File: config.mk
export PLATFORM = sky130hd
export DESIGN_NAME = twu_regs
export DESIGN_NICKNAME = d
export VERILOG_FILES = /design/src/core/twu_pkg.sv /design/src/core/twu_regs.sv
export SDC_FILE = /design/constraint.sdc
export NUM_CORES = 1
export LEC_CHECK = 0
export BUFFER_PORTS_ARGS = -buffer_cell sky130_fd_sc_hd__buf_2
export CORE_ASPECT_RATIO = 1.1
export CORE_MARGIN = 1
export CORE_UTILIZATION = 60
export DETAILED_ROUTE_END_ITERATION = 8
export PLACE_DENSITY = 0.81
export SLEW_MARGIN = 20
export SYNTH_ARGS = -nofsm -noshare
export SYNTH_HDL_FRONTEND = slang
export SYNTH_SLANG_ARGS = --single-unit
File: constraint.sdc
create_clock -name clk_i -period 4.19 [get_ports clk_i]
set_clock_uncertainty 0.05 [all_clocks]
set_input_delay 0.2095 -clock clk_i [delete_from_list [all_inputs] [get_ports clk_i]]
set_output_delay 0.2095 -clock clk_i [all_outputs]
set_load 0.02 [all_outputs]
File: src/core/twu_pkg.sv
// package for the timer and watchdog register block
package twu_pkg;
   localparam logic [2:0] ADDR_CONFIG = 3'h0;
   localparam logic [2:0] ADDR_PRESCALE = 3'h1;
   localparam logic [2:0] ADDR_RELOAD = 3'h2;
   localparam logic [2:0] ADDR_CTRL = 3'h3;
   localparam logic [2:0] ADDR_WDCOUNT = 3'h4;
   localparam logic [2:0] ADDR_SERVICE = 3'h5;
   localparam logic [7:0] CONFIG_RST = 8'h00;
   localparam logic [7:0] PRESCALE_RST = 8'h00;
   localparam logic [15:0] RELOAD_RST = 16'hffff;
   localparam logic [7:0] WDCOUNT_RST = 8'h0f;
   localparam logic [7:0] SERVICE_KEY = 8'h5c;
   localparam logic [15:0] LOCKED_READ = 16'h0000;
   localparam int LOCK_CFG_BIT = 0;
   localparam int LOCK_PRE_BIT = 1;
   localparam int LOCK_TMR_BIT = 2;
   localparam int LOCK_WD_BIT = 3;
   localparam int WD_CLK_SEL_BIT = 4;
   localparam int SM_EN_BIT = 5;
   localparam int CSR_RESTART_BIT = 0;
   localparam int CSR_TC_BIT = 1;
   localparam int CSR_IRQ_EN_BIT = 2;
   localparam int CSR_TOUCH_BIT = 3;
   localparam int CSR_FRZ_BIT = 4;
   localparam logic [2:0] DIV_MAX_CODE = 3'h5;
   localparam logic [4:0] DIV_CNT_RST = 5'h00;

   typedef struct packed {
      logic [2:0] addr;
      logic [15:0] wdata;
      logic wr;
      logic rd;
   } twu_bus_req_t;
endpackage : twu_pkg

File: src/core/twu_regs.sv
// timer and watchdog register block with prescaler, periodic timer and watchdog
`timescale 1ns/100ps
`default_nettype none
// How it works
// locked registers ignore writes; reads return a fixed filler value
// lock bits stick once set; only reset clears them
// reset clears config, prescale and control/status bits
// config bit 0 locks the config register
// config bit 1 locks the prescale register
// config bit 2 locks reload and control/status registers
// config bit 3 locks the watchdog count register
// config bit 4 picks prescaled tick, else periodic pulse, as watchdog clock
// match enable clear: count write services, match writes ignored
// match enable set: writing 5Ch to match register services
// prescale code 0..5 divides slow clock by 1..32
// reload register resets to FFFFh
// counter reloads from reload register on underflow
// freeze stops the timer only while freeze enable is set
// count register write-only; first write starts watchdog
// each count write stores value; restarts a running countdown only while match enable is clear
// count register resets to 0Fh
// restart reloads counter on next tick, then self-clears
// counter zero gives one-tick pulse and sets terminal count
// interrupt on terminal count only when enabled
// wrong match byte while enabled raises watchdog error
// terminal count read-only, cleared by read unless freeze input is high
// touch flag high from service write until watchdog clock takes it
// running watchdog counts down, errors at zero unserviced
module twu_regs (
   input wire logic clk_i,
   input wire logic rst_n_i,
   input wire logic [2:0] addr_i,
   input wire logic [15:0] wdata_i,
   input wire logic wr_i,
   input wire logic rd_i,
   output logic [15:0] rdata_o,
   input wire logic slow_clock_i,
   input wire logic freeze_i,
   output logic periodic_pulse_o,
   output logic timer_irq_o,
   output logic wd_error_o,
   output logic wd_running_o
);
   twu_pkg::twu_bus_req_t req;
   assign req = '{addr: addr_i, wdata: wdata_i, wr: wr_i, rd: rd_i};

   logic [7:0] config_r;
   logic [2:0] prescale_r;
   logic [15:0] reload_r;
   logic [15:0] count_r;
   logic restart_r;
   logic tc_r;
   logic irq_en_r;
   logic frz_en_r;
   logic [7:0] wd_load_r;
   logic [7:0] wd_cnt_r;
   logic wd_err_r;
   logic touch_r;
   logic touch_reload_r;
   logic slow_d_r;
   logic [4:0] div_cnt_r;
   logic tick;
   logic pulse_r;
   logic [15:0] rdata_r;

   typedef enum logic [1:0] {TWU_WD_IDLE, TWU_WD_RUN, TWU_WD_ERR} twu_wd_state_t;
   twu_wd_state_t wd_state_r;

   // a register is writable only when its lock bit is clear
   function automatic logic twu_locked(input logic [2:0] a, input logic [7:0] cfg);
      logic l;
      l = 1'b0;
      case (a)
         twu_pkg::ADDR_CONFIG: l = cfg[twu_pkg::LOCK_CFG_BIT];
         twu_pkg::ADDR_PRESCALE: l = cfg[twu_pkg::LOCK_PRE_BIT];
         twu_pkg::ADDR_RELOAD: l = cfg[twu_pkg::LOCK_TMR_BIT];
         twu_pkg::ADDR_CTRL: l = cfg[twu_pkg::LOCK_TMR_BIT];
         twu_pkg::ADDR_WDCOUNT: l = cfg[twu_pkg::LOCK_WD_BIT];
         default: l = 1'b0;
      endcase
      return l;
   endfunction : twu_locked

   logic wr_ok;
   logic rd_ok;
   assign wr_ok = req.wr && !twu_locked(req.addr, config_r);
   assign rd_ok = req.rd && !twu_locked(req.addr, config_r);

   logic wd_count_wr;
   logic sm_wr;
   logic sm_enabled;
   assign sm_enabled = config_r[twu_pkg::SM_EN_BIT];
   assign wd_count_wr = wr_ok && req.addr == twu_pkg::ADDR_WDCOUNT;
   assign sm_wr = req.wr && req.addr == twu_pkg::ADDR_SERVICE && sm_enabled;

   // config: lock bits are or-ed in so no write can clear them
   always_ff @(posedge clk_i) begin
      if (!rst_n_i) begin
         config_r <= twu_pkg::CONFIG_RST;
      end else if (wr_ok && req.addr == twu_pkg::ADDR_CONFIG) begin
         config_r <= {2'b00, req.wdata[5:4], config_r[3:0] | req.wdata[3:0]};
      end
   end

   always_ff @(posedge clk_i) begin
      if (!rst_n_i) begin
         prescale_r <= twu_pkg::PRESCALE_RST[2:0];
      end else if (wr_ok && req.addr == twu_pkg::ADDR_PRESCALE) begin
         prescale_r <= req.wdata[2:0];
      end
   end

   always_ff @(posedge clk_i) begin
      if (!rst_n_i) begin
         reload_r <= twu_pkg::RELOAD_RST;
      end else if (wr_ok && req.addr == twu_pkg::ADDR_RELOAD) begin
         reload_r <= req.wdata;
      end
   end

   // prescaler: slow clock edge detect then divide by 2**code
   logic slow_rise;
   logic [4:0] div_mask;
   assign slow_rise = slow_clock_i && !slow_d_r;
   // reserved codes fall back to the largest divisor
   assign div_mask = (prescale_r > twu_pkg::DIV_MAX_CODE) ? 5'h1f :
                     5'((6'h01 << prescale_r) - 6'h01);
   assign tick = slow_rise && ((div_cnt_r & div_mask) == div_mask);

   always_ff @(posedge clk_i) begin
      if (!rst_n_i) begin
         // seeded from the pin so a slow clock already high at release is not taken as an edge
         slow_d_r <= slow_clock_i;
         div_cnt_r <= twu_pkg::DIV_CNT_RST;
      end else begin
         slow_d_r <= slow_clock_i;
         if (slow_rise) begin
            div_cnt_r <= 5'(div_cnt_r + 5'h01);
         end
      end
   end

   logic frozen;
   logic timer_tick;
   assign frozen = frz_en_r && freeze_i;
   assign timer_tick = tick && !frozen;

   // periodic counter
   always_ff @(posedge clk_i) begin
      if (!rst_n_i) begin
         count_r <= twu_pkg::RELOAD_RST;
         pulse_r <= 1'b0;
      end else if (tick) begin
         pulse_r <= 1'b0;
         if (restart_r) begin
            count_r <= reload_r;
         end else if (timer_tick) begin
            if (count_r == 16'h0000) begin
               count_r <= reload_r;
            end else begin
               count_r <= 16'(count_r - 16'h0001);
               pulse_r <= (count_r == 16'h0001);
            end
         end
      end
   end

   // pulse lasts one tick period
   assign periodic_pulse_o = pulse_r;

   logic csr_wr;
   assign csr_wr = wr_ok && req.addr == twu_pkg::ADDR_CTRL;

   always_ff @(posedge clk_i) begin
      if (!rst_n_i) begin
         restart_r <= 1'b0;
         irq_en_r <= 1'b0;
         frz_en_r <= 1'b0;
      end else begin
         if (csr_wr) begin
            irq_en_r <= req.wdata[twu_pkg::CSR_IRQ_EN_BIT];
            frz_en_r <= req.wdata[twu_pkg::CSR_FRZ_BIT];
         end
         // a new restart request beats the self clear
         if (csr_wr && req.wdata[twu_pkg::CSR_RESTART_BIT]) begin
            restart_r <= 1'b1;
         end else if (tick) begin
            restart_r <= 1'b0;
         end
      end
   end

   logic pulse_set;
   assign pulse_set = timer_tick && !restart_r && count_r == 16'h0001;

   always_ff @(posedge clk_i) begin
      if (!rst_n_i) begin
         tc_r <= 1'b0;
      end else if (pulse_set) begin
         tc_r <= 1'b1;
      end else if (rd_ok && req.addr == twu_pkg::ADDR_CTRL && !freeze_i) begin
         tc_r <= 1'b0;
      end
   end

   assign timer_irq_o = pulse_r && irq_en_r;

   // watchdog clock select
   logic wd_tick;
   assign wd_tick = config_r[twu_pkg::WD_CLK_SEL_BIT] ? tick : (tick && pulse_set);

   logic sm_good;
   logic sm_bad;
   assign sm_good = sm_wr && req.wdata[7:0] == twu_pkg::SERVICE_KEY;
   assign sm_bad = sm_wr && req.wdata[7:0] != twu_pkg::SERVICE_KEY;

   always_ff @(posedge clk_i) begin
      if (!rst_n_i) begin
         wd_load_r <= twu_pkg::WDCOUNT_RST;
      end else if (wd_count_wr) begin
         wd_load_r <= req.wdata[7:0];
      end
   end

   // touch pending until the next watchdog clock edge takes the value
   always_ff @(posedge clk_i) begin
      if (!rst_n_i) begin
         touch_r <= 1'b0;
      end else if (wd_count_wr || sm_wr) begin
         touch_r <= 1'b1;
      end else if (wd_tick) begin
         touch_r <= 1'b0;
      end
   end

   // a second match write in one watchdog clock period is an error
   always_ff @(posedge clk_i) begin
      if (!rst_n_i) begin
         touch_reload_r <= 1'b0;
      end else if (sm_good) begin
         touch_reload_r <= 1'b1;
      end else if (wd_tick) begin
         touch_reload_r <= 1'b0;
      end
   end

   always_ff @(posedge clk_i) begin
      if (!rst_n_i) begin
         wd_state_r <= TWU_WD_IDLE;
         wd_cnt_r <= twu_pkg::WDCOUNT_RST;
         wd_err_r <= 1'b0;
      end else begin
         case (wd_state_r)
            TWU_WD_IDLE: begin
               if (sm_bad) begin
                  wd_err_r <= 1'b1;
                  wd_state_r <= TWU_WD_ERR;
               end else if (wd_count_wr) begin
                  wd_cnt_r <= req.wdata[7:0];
                  wd_state_r <= TWU_WD_RUN;
               end else if (sm_good) begin
                  wd_cnt_r <= wd_load_r;
                  wd_state_r <= TWU_WD_RUN;
               end
            end
            TWU_WD_RUN: begin
               if (sm_bad || (sm_good && touch_reload_r)) begin
                  wd_err_r <= 1'b1;
                  wd_state_r <= TWU_WD_ERR;
               end else if (wd_count_wr && !sm_enabled) begin
                  wd_cnt_r <= req.wdata[7:0];
               end else if (sm_good) begin
                  wd_cnt_r <= wd_load_r;
               end else if (wd_tick) begin
                  if (wd_cnt_r == 8'h00) begin
                     wd_err_r <= 1'b1;
                     wd_state_r <= TWU_WD_ERR;
                  end else begin
                     wd_cnt_r <= 8'(wd_cnt_r - 8'h01);
                  end
               end
            end
            TWU_WD_ERR: wd_err_r <= 1'b1;
            default: wd_state_r <= TWU_WD_IDLE;
         endcase
      end
   end

   assign wd_running_o = wd_state_r == TWU_WD_RUN;
   assign wd_error_o = wd_err_r;

   // read data, one cycle after the strobe
   always_ff @(posedge clk_i) begin
      if (!rst_n_i) begin
         rdata_r <= 16'h0000;
      end else if (req.rd) begin
         if (!rd_ok) begin
            rdata_r <= twu_pkg::LOCKED_READ;
         end else begin
            case (req.addr)
               twu_pkg::ADDR_CONFIG: rdata_r <= {8'h00, config_r};
               twu_pkg::ADDR_PRESCALE: rdata_r <= {13'h0000, prescale_r};
               twu_pkg::ADDR_RELOAD: rdata_r <= reload_r;
               twu_pkg::ADDR_CTRL: rdata_r <= {11'h000, frz_en_r, touch_r, irq_en_r, tc_r, restart_r};
               default: rdata_r <= 16'h0000; // write-only and unmapped read zero
            endcase
         end
      end else begin
         rdata_r <= 16'h0000;
      end
   end
   assign rdata_o = rdata_r;

   a_lock_sticky: assert property (@(posedge clk_i) disable iff (!rst_n_i)
      (config_r[3:0] & $past(config_r[3:0])) == $past(config_r[3:0])) else $error("lock bit cleared");
   a_locked_cfg_hold: assert property (@(posedge clk_i) disable iff (!rst_n_i)
      config_r[0] && wr_i && addr_i == twu_pkg::ADDR_CONFIG |=> $stable(config_r))
      else $error("locked config changed");
   a_locked_pre_hold: assert property (@(posedge clk_i) disable iff (!rst_n_i)
      config_r[1] |=> $stable(prescale_r)) else $error("locked prescale changed");
   a_locked_rel_hold: assert property (@(posedge clk_i) disable iff (!rst_n_i)
      config_r[2] |=> $stable(reload_r)) else $error("locked reload changed");
   a_restart_clear: assert property (@(posedge clk_i) disable iff (!rst_n_i)
      restart_r && tick && !(wr_i && addr_i == twu_pkg::ADDR_CTRL) |=> !restart_r && count_r == $past(reload_r))
      else $error("restart not done");
   a_tc_set: assert property (@(posedge clk_i) disable iff (!rst_n_i)
      pulse_set |=> tc_r && pulse_r) else $error("terminal count missing");
   a_irq_gate: assert property (@(posedge clk_i) disable iff (!rst_n_i)
      pulse_set && irq_en_r && !csr_wr |=> timer_irq_o && pulse_r)
      else $error("irq missing on terminal count");
   a_freeze_hold: assert property (@(posedge clk_i) disable iff (!rst_n_i)
      frozen && !restart_r |=> $stable(count_r)) else $error("frozen timer moved");
   a_bad_key_err: assert property (@(posedge clk_i) disable iff (!rst_n_i)
      sm_bad |=> wd_error_o) else $error("bad key no error");
   a_wd_start: assert property (@(posedge clk_i) disable iff (!rst_n_i)
      wd_state_r == TWU_WD_IDLE && wd_count_wr |=> wd_running_o && wd_cnt_r == $past(wdata_i[7:0]))
      else $error("watchdog not started");
   c_restart: cover property (@(posedge clk_i) restart_r ##[1:100] !restart_r);
   c_tc: cover property (@(posedge clk_i) pulse_set);
   c_service: cover property (@(posedge clk_i) sm_good && wd_running_o);
   c_error: cover property (@(posedge clk_i) $rose(wd_error_o));
   c_freeze: cover property (@(posedge clk_i) frozen && tick);

   // status, watchdog and reset checks that the pins alone cannot show
   a_tc_read_clear: assert property (@(posedge clk_i) disable iff (!rst_n_i)
      rd_ok && req.addr == twu_pkg::ADDR_CTRL && !freeze_i && !pulse_set |=> !tc_r)
      else $error("terminal count not cleared by read");
   a_tc_freeze_keep: assert property (@(posedge clk_i) disable iff (!rst_n_i)
      tc_r && freeze_i |=> tc_r) else $error("terminal count lost in freeze");
   a_reset_values: assert property (@(posedge clk_i)
      !rst_n_i |=> config_r == twu_pkg::CONFIG_RST && prescale_r == twu_pkg::PRESCALE_RST[2:0] && !restart_r && !tc_r)
      else $error("registers not cleared by reset");
   a_wd_count_svc: assert property (@(posedge clk_i) disable iff (!rst_n_i)
      wd_running_o && wd_count_wr && !sm_enabled |=> wd_cnt_r == $past(wdata_i[7:0]))
      else $error("count write did not reload watchdog");
   a_match_reload: assert property (@(posedge clk_i) disable iff (!rst_n_i)
      wd_running_o && sm_good && !touch_reload_r |=> wd_cnt_r == $past(wd_load_r))
      else $error("match write did not reload watchdog");
   a_wd_late_err: assert property (@(posedge clk_i) disable iff (!rst_n_i)
      wd_running_o && wd_tick && wd_cnt_r == 8'h00 && !wd_count_wr && !sm_wr |=> wd_error_o)
      else $error("expired watchdog gave no error");
   a_err_sticky: assert property (@(posedge clk_i) disable iff (!rst_n_i)
      wd_error_o |=> wd_error_o) else $error("watchdog error dropped");
   a_touch_flag: assert property (@(posedge clk_i) disable iff (!rst_n_i)
      wd_count_wr || sm_wr |=> touch_r) else $error("touch flag not raised");
   a_match_ignored: assert property (@(posedge clk_i) disable iff (!rst_n_i)
      !sm_enabled && wr_i && addr_i == twu_pkg::ADDR_SERVICE && wd_state_r == TWU_WD_IDLE |=> !wd_running_o && !wd_error_o)
      else $error("match write acted while disabled");
   a_reload_cnt: assert property (@(posedge clk_i) disable iff (!rst_n_i)
      timer_tick && !restart_r && count_r == 16'h0000 |=> count_r == $past(reload_r))
      else $error("timer did not reload on underflow");
   a_locked_ctrl_hold: assert property (@(posedge clk_i) disable iff (!rst_n_i)
      config_r[2] |=> $stable(irq_en_r) && $stable(frz_en_r)) else $error("locked control changed");
endmodule : twu_regs
`default_nettype wire

# ---- Word level (Yosys, flattened, before mapping)
# Index checks and enable logic that the tools add are counted.
dict set report totals {
  out_inout_bits 20
  register_bits 89
  inputBits 25
  elab_cells 140
}
dict set report op_classes {
  n_reduce_logical 49
  n_addsub 4
  n_lt_le_gt_ge 1
  n_eq_ne 22
  n_shift 1
  muxes 42
  bitwise_logic 3
}
# cell n
set ops {}
lappend ops {{two-way mux 8 bit} 8}
lappend ops {{one-hot mux 16 bit (4 select lines)} 1}
lappend ops {{two-way mux 16 bit} 3}
lappend ops {{logical AND 1 bit} 24}
lappend ops {{AND reduction 6 bit} 3}
lappend ops {{two-way mux 1 bit} 17}
lappend ops {{equality test 16 x 1 -> 1 bit (second input constant)} 1}
lappend ops {{zero test 16 bit} 1}
lappend ops {{two-way mux 2 bit} 8}
lappend ops {{one-hot mux 8 bit (2 select lines)} 1}
lappend ops {{subtractor 16 x 1 -> 16 bit (second input constant)} 1}
lappend ops {{nonzero test 2 bit} 6}
lappend ops {{equality test 8 x 7 -> 1 bit (second input constant)} 1}
lappend ops {{zero test 8 bit} 1}
lappend ops {{!= test 4 bit (second input constant)} 2}
lappend ops {{!= test 8 x 7 -> 1 bit (second input constant)} 1}
lappend ops {{subtractor 8 x 1 -> 8 bit (second input constant)} 1}
lappend ops {{equality test 3 x 2 -> 1 bit (second input constant)} 2}
lappend ops {{equality test 3 bit (second input constant)} 2}
lappend ops {{zero test 1 bit} 6}
lappend ops {{!= test 2 bit (second input constant)} 3}
lappend ops {{!= test 3 x 1 -> 1 bit (second input constant)} 2}
lappend ops {{!= test 3 bit (second input constant)} 2}
lappend ops {{one-hot mux 2 bit (3 select lines)} 1}
lappend ops {{other kinds (23)} 24}

# ---- Depth between registers and ports, before layout
# Gate-level depths: netlist of the first run.
dict set report depth {
  depth_word 16
  mapped_depth 8
  ltp_nobuf 7
}

# ---- Worst setup path after synthesis of the first run
# No wires, ideal clock.
dict set report synth_path {
  kind {register to register}
  startpoint {reg count_r[8]}
  endpoint {reg wd_cnt_r[0]}
  setup_slack_ns 1.768
  n_path_buf 1
  required_ns 4.019
  setup_time_ns 0.121
  t_arrival_ns 2.251
  path_stages_with_launch 8
  period_less_slack_ns 2.422
  cell_sequence {dfxtp_1 > or4_4 > and4bb_2 > a41oi_1 > or2_1 > a22o_1 > buf_6 > mux2_4}
}
dict set report synth_via {
  elab_chain_len 6
}
# item line
set synth_rtl {}
lappend synth_rtl {{start: declaration} twu_regs.sv:50} ;# logic [15:0] count_r;
lappend synth_rtl {{start signal: assignment} twu_regs.sv:151} ;# count_r <= twu_pkg::RELOAD_RST;
lappend synth_rtl {{start signal: assignment} twu_regs.sv:156} ;# count_r <= reload_r;
lappend synth_rtl {{start signal: assignment} twu_regs.sv:159} ;# count_r <= reload_r;
lappend synth_rtl {{equality test 16 x 1 -> 1 bit} twu_regs.sv:194} ;# assign pulse_set = timer_tick && !restart_r && count_r == 16'h0001;
lappend synth_rtl {{logical AND 1 bit} twu_regs.sv:194}
lappend synth_rtl {{logical AND 1 bit} twu_regs.sv:210} ;# assign wd_tick = config_r[twu_pkg::WD_CLK_SEL_BIT] ? tick : (tick && pulse_set);
lappend synth_rtl {{two-way mux 1 bit} twu_regs.sv:210}
lappend synth_rtl {{!= test 4 x 1 -> 1 bit (no source line)} n/a}
lappend synth_rtl {{AND reduction 6 bit (no source line)} n/a}
lappend synth_rtl {{end signal: assignment} twu_regs.sv:250} ;# wd_cnt_r <= twu_pkg::WDCOUNT_RST;
lappend synth_rtl {{end signal: assignment} twu_regs.sv:259} ;# wd_cnt_r <= req.wdata[7:0];
lappend synth_rtl {{end signal: assignment} twu_regs.sv:262} ;# wd_cnt_r <= wd_load_r;
lappend synth_rtl {{end: declaration} twu_regs.sv:56} ;# logic [7:0] wd_cnt_r;
# Every way passes these cells.
# A chain may end at the register's enable or synchronous reset.

# ---- Worst setup path in the final report of the first run
dict set report layout_path {
  startpoint {in slow_clock_i}
  endpoint {reg wd_cnt_r[0]}
}
dict set report layout_via {
  elab_chain_len 9
}
# item line
set layout_rtl {}
lappend layout_rtl {{start: declaration} twu_regs.sv:37} ;# input wire logic slow_clock_i,
lappend layout_rtl {{logical AND 1 bit *} twu_regs.sv:124} ;# assign slow_rise = slow_clock_i && !slow_d_r;
lappend layout_rtl {{logical AND 1 bit *} twu_regs.sv:128} ;# assign tick = slow_rise && ((div_cnt_r & div_mask) == div_mask);
lappend layout_rtl {{logical AND 1 bit} twu_regs.sv:146} ;# assign timer_tick = tick && !frozen;
lappend layout_rtl {{logical AND 1 bit (2 in a row)} twu_regs.sv:194}
lappend layout_rtl {{logical AND 1 bit} twu_regs.sv:210}
lappend layout_rtl {{two-way mux 1 bit *} twu_regs.sv:210}
lappend layout_rtl {{!= test 4 x 1 -> 1 bit (no source line) *} n/a}
lappend layout_rtl {{AND reduction 6 bit (no source line) *} n/a}
# Mark *: on every way between the ends. The rest lies on a longest branch, timed or not.

==> impl_metrics.json, run 1 <==
{
  "status": "finished, final reports clean",
  "dieArea_sq_um": 7310,
  "drt-met1-wl_um": 4120,
  "clockRootBuffer": "clkbuf_8",
  "ios": 45,
  "buffer_ports.inserted": 44,
  "relSlewSlack": 0.331,
  "wl_um": 10200,
  "final_nets": 568,
  "grt.overflow.total": 0,
  "cts_buffer_depth": 2,
  "core_sq_um": 6670,
  "cts_tree": "built",
  "dpl_cell_area_sq_um": 4440,
  "wl_met2_um": 5080,
  "leakage_nw": 1.97,
  "cts_num_sinks": 89,
  "cts_max_level": 3,
  "drt_iter0_drc": 303,
  "cp_cell_sequence": "dlygate4sd3_1 -> buf_2 -> nor2b_1 -> a21boi_0 -> nand3_1 -> or2_1 -> a22o_1 -> mux2_4",
  "synth-main-ff-cell": "dfxtp_1",
  "fin_util": 0.700,
  "cts_made_buffers": 9,
  "syn_area_sq_um": 4180,
  "drive_above_1_share": 0.142,
  "synth-edff-count": 0,
  "setup_viol": 0,
  "clkLatencyLatePin_ns": 0.36,
  "ys_async_sr_fraction": 0,
  "cp_max_fo": 8,
  "worstSetupPathType": "in -> reg",
  "crit_path_start": "slow_clock_i",
  "dr_wl_met3_um": 735,
  "cp.required_ns": 4.39,
  "fp.dieH_um": 89.6,
  "ir_worst_vdd_v": 0.000343,
  "grt_pass1_vias": 3460,
  "die_w_um": 81.6,
  "synth.avg_cell_area_sq_um": 8.33,
  "cts_setup_buffers": 0,
  "yosysWarnings": 0,
  "reg2reg_from": "count_r[4]$_SDFFE_PN1P_",
  "final_area_sq_um": 4670,
  "synth_cell_types": 58,
  "antenna_found_initial": 0,
  "dr.pass1.iters": 5,
  "power_per_cell_area_nw_per_um2": 355,
  "grt_setup_unrepaired": "no",
  "worst_pin_slew_ns": 1.00,
  "synth-seq-cells": 89,
  "start_kind": "input pin",
  "routedWlPerCell_um": 16.3,
  "syn_inst": 502,
  "area_delta_synth_final_pct": 11.7,
  "yosysSeqAreaShare": 0.426,
  "routabilityCongestion": 0.891,
  "clk_pin_slew_worst_paths_ns": 0.09,
  "track_usage": 0.294,
  "drv_cap": 0,
  "end_kind": "flip-flop",
  "timing.setup.tns_ns": 0,
  "viasPerCell": 6.18,
  "grt_pass1_wl_um": 16200,
  "start_util": 0.627,
  "drc": 0,
  "synth_nets": 532,
  "antenna_cells": 0,
  "crit_arrival_ns": 2.96,
  "std_cell_rows": 31,
  "hold_path.class": "in -> reg",
  "period_share": 0.659,
  "hpwlAfterDp_um": 7170,
  "vias": 3861,
  "highest_layer": "met4",
  "period_needed_ns": 2.76,
  "max_freq_mhz": 362,
  "ant_nets": 0,
  "crit_slowest_cell": "dlygate4sd3_1",
  "finalHoldViolCount": 0,
  "min_from": "wdata_i[8]",
  "grt_start_max_net_pins": 47,
  "max_stage_delay_ns": 0.52,
  "ctsResizeCount": 0,
  "slew_viol_final": 0,
  "holdBufCountCts": 1
}
layout make-up:
class                   instances  area (sq um)
multi-input cells             375          2250
fillers                       544          2000
flip-flops and latches         89          1780
repair buffers                 50           268
clock buffers                  10           128
well taps                      82           103
clock inverters                 6          90.1
inverters                      13          48.8
metrics by stage:
stage | setup slack (ns) | power, mW | cells | hold slack [ns]
after global placement | 1.48 | 1.02 | 608 | 0.272
after detailed placement | 1.41 | 1.03 | 608 | 0.272
after CTS | 1.46 | 1.67 | 625 | 0.00491
after floorplan | 1.77 | 0.979 | 502 | 0.187
final | 1.43 | 1.66 | 625 | 0.00508
after global routing | 1.21 | 1.72 | 625 | 0.0106
cell families (layout without fill, tap and decap cells):
logic type               after synthesis  after routing  share of synthesized area
AO/OA/AOI/OAI                        105            105                      0.156
adder cells (fa/ha/maj)                5              5                     0.0150
buffers and inverters                 38             79                     0.0365
XOR/XNOR                              10             10                     0.0209
flip-flops                            89             89                      0.426
multiplexers                          29             29                     0.0802
AND/OR/NAND/NOR                      226            226                      0.265
layout by cell type, fill, tap and decap left out, types with 2 or more instances in the layout:
| cell type | instances |
|---|---|
| bufinv_16 | 2 |
| nor2_1 | 50 |
| xor2_1 | 5 |
| nor2b_1 | 8 |
| and2_1 | 12 |
| clkbuf_8 | 9 |
| a31oi_1 | 4 |
| xnor2_1 | 5 |
| nand4b_1 | 2 |
| o21ai_0 | 27 |
| nor3_1 | 12 |
| or3_1 | 3 |
| buf_2 | 44 |
| nor3b_1 | 2 |
| a221o_1 | 6 |
| ha_1 | 5 |
| nor4_1 | 5 |
| mux2i_1 | 23 |
| mux2_2 | 2 |
| o22ai_1 | 2 |
| and4_1 | 2 |
| inv_1 | 12 |
| buf_4 | 5 |
| nand2_1 | 71 |
| a21o_1 | 2 |
| dfxtp_1 | 89 |
| a21oi_1 | 36 |
| o21a_1 | 5 |
| nand3_1 | 30 |
| nand4_1 | 6 |
| nand2b_1 | 10 |
| mux4_2 | 3 |
| o211ai_1 | 12 |
synth_stat cells, drive strengths merged (12+ instances only):
library cell	n	area share
o211ai	12	0.022
nand3	30	0.036
o21ai	27	0.032
mux2i	23	0.055
a21oi	36	0.043
clkbuf	19	0.017
and2	13	0.019
inv	12	0.011
nand2	71	0.064
nor2	50	0.045
nor3	13	0.016
dfxtp	89	0.43
per-layer routing:
metal,track usage,vias to the layer above
li1,-,1841
met1,0.361,1820
met2,0.511,175
met3,0.0646,25
met4,0.0989,0
met5,0,-
registers in the layout (all words and copies together), names as in the netlist:
name	count
wd_load_r	8
periodic_pulse_o	1
wd_state_r	2
prescale_r	3
slow_d_r	1
touch_reload_r	1
reload_r	16
config_r	6
count_r	16
tc_r	1
wd_error_o	1
frz_en_r	1
div_cnt_r	5
wd_cnt_r	8
rdata_o	16
restart_r	1
irq_en_r	1
touch_r	1
worst paths after layout:
| path | slack [ns] | cells past startpoint | to |
|---|---|---|---|
| max | 1.43 | 8 | wd_cnt_r[0]$_SDFFE_PN1P_ |
| min | 0.005 | 3 | reload_r[8]$_SDFFE_PN1P_ |
| max reg2reg | 1.45 | 6 | wd_cnt_r[0]$_SDFFE_PN1P_ |
| min reg2reg | 0.41 | 1 | rdata_o[12]$_SDFF_PN0_ |
worst max-delay path: cells and delay by family:
kind | cells | cell delay, ns
muxes | 1 | 0.35
AOI/OAI and AO/OA | 2 | 0.75
and+or+nand+nor | 3 | 1.03
buffers and inverters | 2 | 0.62
power by group:
group	switching (mW)	internal (mW)
logic	0.0832	0.0481
registers	0.0151	0.864
clock network	0.312	0.338
total	0.410	1.25
Power figures use the tool's default switching activity.
==> inputs of run 2 (changes only) <==
Settings changed: ABC_AREA set to 1, CORE_UTILIZATION 60 to 53, PLACE_DENSITY 0.81 to 0.76.
Clock period 4.19 ns to 2.4 ns, I/O delays scaled along.
==> run 2 against run 1 <==
Register-to-register slack got worse by 1.2 ns. Total power rose by 89%. Combinational power rose to 2.7 times the previous value. Core utilization is 6.1 points lower. Global-route usage is 0.55 points lower. Non-clock buffer count up 21. Synthesized cell count increased by 24%. Largest power group unchanged. Highest routed layer unchanged.
==> impl_metrics.json, run 2 <==
{
  "drc": 0,
  "min_from": "wdata_i[0]",
  "cp_max_fo": 10,
  "worst_pin_slew_ns": 0.890,
  "antenna_cells": 0,
  "dpl_cell_area_sq_um": 4720,
  "dieArea_sq_um": 8620,
  "synth-edff-count": 0,
  "viasPerCell": 5.47,
  "power_frac_comb": 0.114,
  "antenna_found_initial": 0,
  "total_power_mw": 3.13,
  "power_per_cell_area_nw_per_um2": 616,
  "power_frac_seq": 0.502,
  "die_w_um": 88.6,
  "routedWlPerCell_um": 14.6,
  "hold_path.class": "in -> reg",
  "grt_setup_unrepaired": "no",
  "grt_pass1_vias": 4156,
  "synth_cell_types": 38,
  "yosys.area.top_type_share": 0.408,
  "drt_iter0_drc": 298,
  "power.clock.fraction": 0.384,
  "power_switching_share": 0.261,
  "layout_commonest_cell": "nand2_1",
  "start_kind": "input pin",
  "fp.dieH_um": 97.3,
  "dr.pass1.iters": 5,
  "slew_viol_final": 0,
  "area_delta_synth_final_pct": 16.3,
  "crit_arrival_ns": 2.33,
  "cts_made_buffers": 9,
  "drive_above_1_share": 0.137,
  "syn_area_sq_um": 4370,
  "ant_nets": 0,
  "period_share": 0.899,
  "final_nets": 712,
  "syn_inst": 622,
  "timing.rr.end": "wd_cnt_r[3]$_SDFFE_PN1P_",
  "synth.largest_area_cell": "dfxtp_1",
  "synth_nets": 652,
  "hpwlAfterDp_um": 8330,
  "synth.avg_cell_area_sq_um": 7.03,
  "cts_max_level": 3,
  "synth-main-ff-cell": "dfxtp_1",
  "buffer_ports.inserted": 44,
  "clkLatencyLatePin_ns": 0.36,
  "grt_pass1_wl_um": 19300,
  "final_area_sq_um": 5080,
  "track_usage": 0.289,
  "drv_cap": 0,
  "crit_buf_inv": 4,
  "ys_async_sr_fraction": 0,
  "final_cell_mix": "136 x nand2_1, 89 x dfxtp_1, 73 x inv_1, 67 x nand3_1, 54 x nor2_1",
  "nFillCells": 756,
  "wl_um": 11600,
  "cp_cell_sequence": "dlygate4sd3_1 -> buf_2 -> inv_1 -> nand2_1 -> nor2_1 -> nand3_1 -> inv_1 -> nand2_1 -> o21ai_0 -> nand2_1 -> o211ai_1 -> nand2_1 -> nand2_1 -> nand3_1",
  "relSlewSlack": 0.406,
  "reg2reg_from": "config_r[5]$_SDFFE_PN0P_",
  "intPower_mw": 2.31,
  "yosysWarnings": 0,
  "multi_input_area_sq_um": 2180,
  "vias": 4347,
  "critical_path.top_delay_family": "buffers and inverters",
  "std_cell_rows": 34,
  "yosys-top-cells-count": "136 x nand2_1, 89 x dfxtp_1, 73 x inv_1",
  "yosysMostFrequentCell": "nand2_1",
  "end_kind": "flip-flop",
  "cts_setup_buffers": 0,
  "crit_top_cell": "nand2_1",
  "cp.required_ns": 2.58,
  "p_sw_uw": 819,
  "max_stage_delay_ns": 0.54,
  "routabilityCongestion": 0.951,
  "dp_cells": 766,
  "max_freq_mhz": 463,
  "ys_top_cells_by_area": "dfxtp_1 41%, nand2_1 12%, nand3_1 7.7%",
  "grt_start_max_net_pins": 33,
  "rr_worst_depth": 11,
  "cts_buffer_depth": 2,
  "ios": 45,
  "timing.setup.tns_ns": 0,
  "r2r_slack_ns": 0.26,
  "fin_cells": 795,
  "cts_num_sinks": 89,
  "clockRootBuffer": "clkbuf_8",
  "synth-seq-cells": 89,
  "start_util": 0.550,
  "yosysSeqAreaShare": 0.408,
  "leakage_nw": 2.37,
  "hold_ws_ns": 0.0236,
  "period_needed_ns": 2.16,
  "clk_pin_slew_worst_paths_ns": 0.09,
  "cts_tree": "built",
  "grt.overflow.total": 0,
  "status": "finished, final reports clean",
  "hold_depth": 3,
  "core_sq_um": 7960,
  "finalHoldViolCount": 0,
  "worstSetupPathType": "in -> reg",
  "setup_viol": 0,
  "ir_worst_vdd_v": 0.000344,
  "crit_slowest_cell": "dlygate4sd3_1",
  "whs_endpoint": "restart_r$_SDFFE_PN0P_",
  "final-seq-area_sq_um": 1780
}
## run 2: final cells by class
cell class / count / share of cell area
inverter: 79 / 0.0588
clock buffer: 11 / 0.0298
tap: 108 / 0.0266
sequential: 89 / 0.350
clock inverter: 5 / 0.0167
multi-input combinational: 432 / 0.428
timing repair buffer: 71 / 0.0896
## run 2: timing repair
item / in CTS / in global routing
endpoints found under the hold margin: 13 / 0
hold buffers: 13 / 0
gates resized for setup: 0 / 0
## run 2: worst register-to-register path, stage by stage, from the launching register on
cell and delay (ns):
dfxtp_1 0.40, nand2_1 0.07, nor2_1 0.27, nand3_1 0.38, inv_1 0.31, nand2_1 0.08
o21ai_0 0.08, nand2_1 0.07, o211ai_1 0.08, nand2_1 0.10, nand2_1 0.07, nand3_1 0.07
## run 2: worst max path at each step
stage,from,to,slack [ns],depth (start not counted)
finish,wdata_i[1],wd_cnt_r[3]$_SDFFE_PN1P_,0.24,14
global route,wdata_i[1],wd_cnt_r[4]$_SDFFE_PN0P_,0.002,14
CTS,config_r[5]$_SDFFE_PN0P_,wd_cnt_r[3]$_SDFFE_PN1P_,0.28,11
detailed placement,config_r[5]$_SDFFE_PN0P_,wd_cnt_r[3]$_SDFFE_PN1P_,0.31,11
global placement,config_r[5]$_SDFFE_PN0P_,wd_cnt_r[4]$_SDFFE_PN0P_,0.36,11
floorplan,wd_state_r[0]$_SDFFE_PN0P_,wd_cnt_r[4]$_SDFFE_PN0P_,0.70,8
## run 2: layer usage
metal	vias to the layer above	global-route usage	routed length (um)
li1	2176	-	-
met1	1984	0.363	4800
met3	25	0.0527	833
met4	0	0.0968	283
met5	-	0	0
met2	162	0.489	5720
## run 2: power by group through the flow
stage,sequential (mW),combinational [mW],clock [mW]
after global placement,1.60,0.330,0
after floorplan,1.60,0.223,0
after global routing,1.58,0.400,1.29
after CTS,1.57,0.355,1.23
after detailed placement,1.60,0.337,0
final,1.57,0.358,1.20
## run 2: cell families after synthesis
family | share of synthesized area
compound gates | 0.168
xor+xnor | 0.0180
fa+ha+maj | 0.0143
buf+inv | 0.0947
flops | 0.408
simple gates | 0.298
## run 2: through the flow
stage | utilization | setup WS, ns
3_5_place_dp | 0.593 | 0.314
3_3_place_gp | 0.593 | 0.363
4_1_cts | 0.639 | 0.279
6_report | 0.639 | 0.242
2_1_floorplan | - | 0.702
5_1_grt | 0.639 | 0.00215
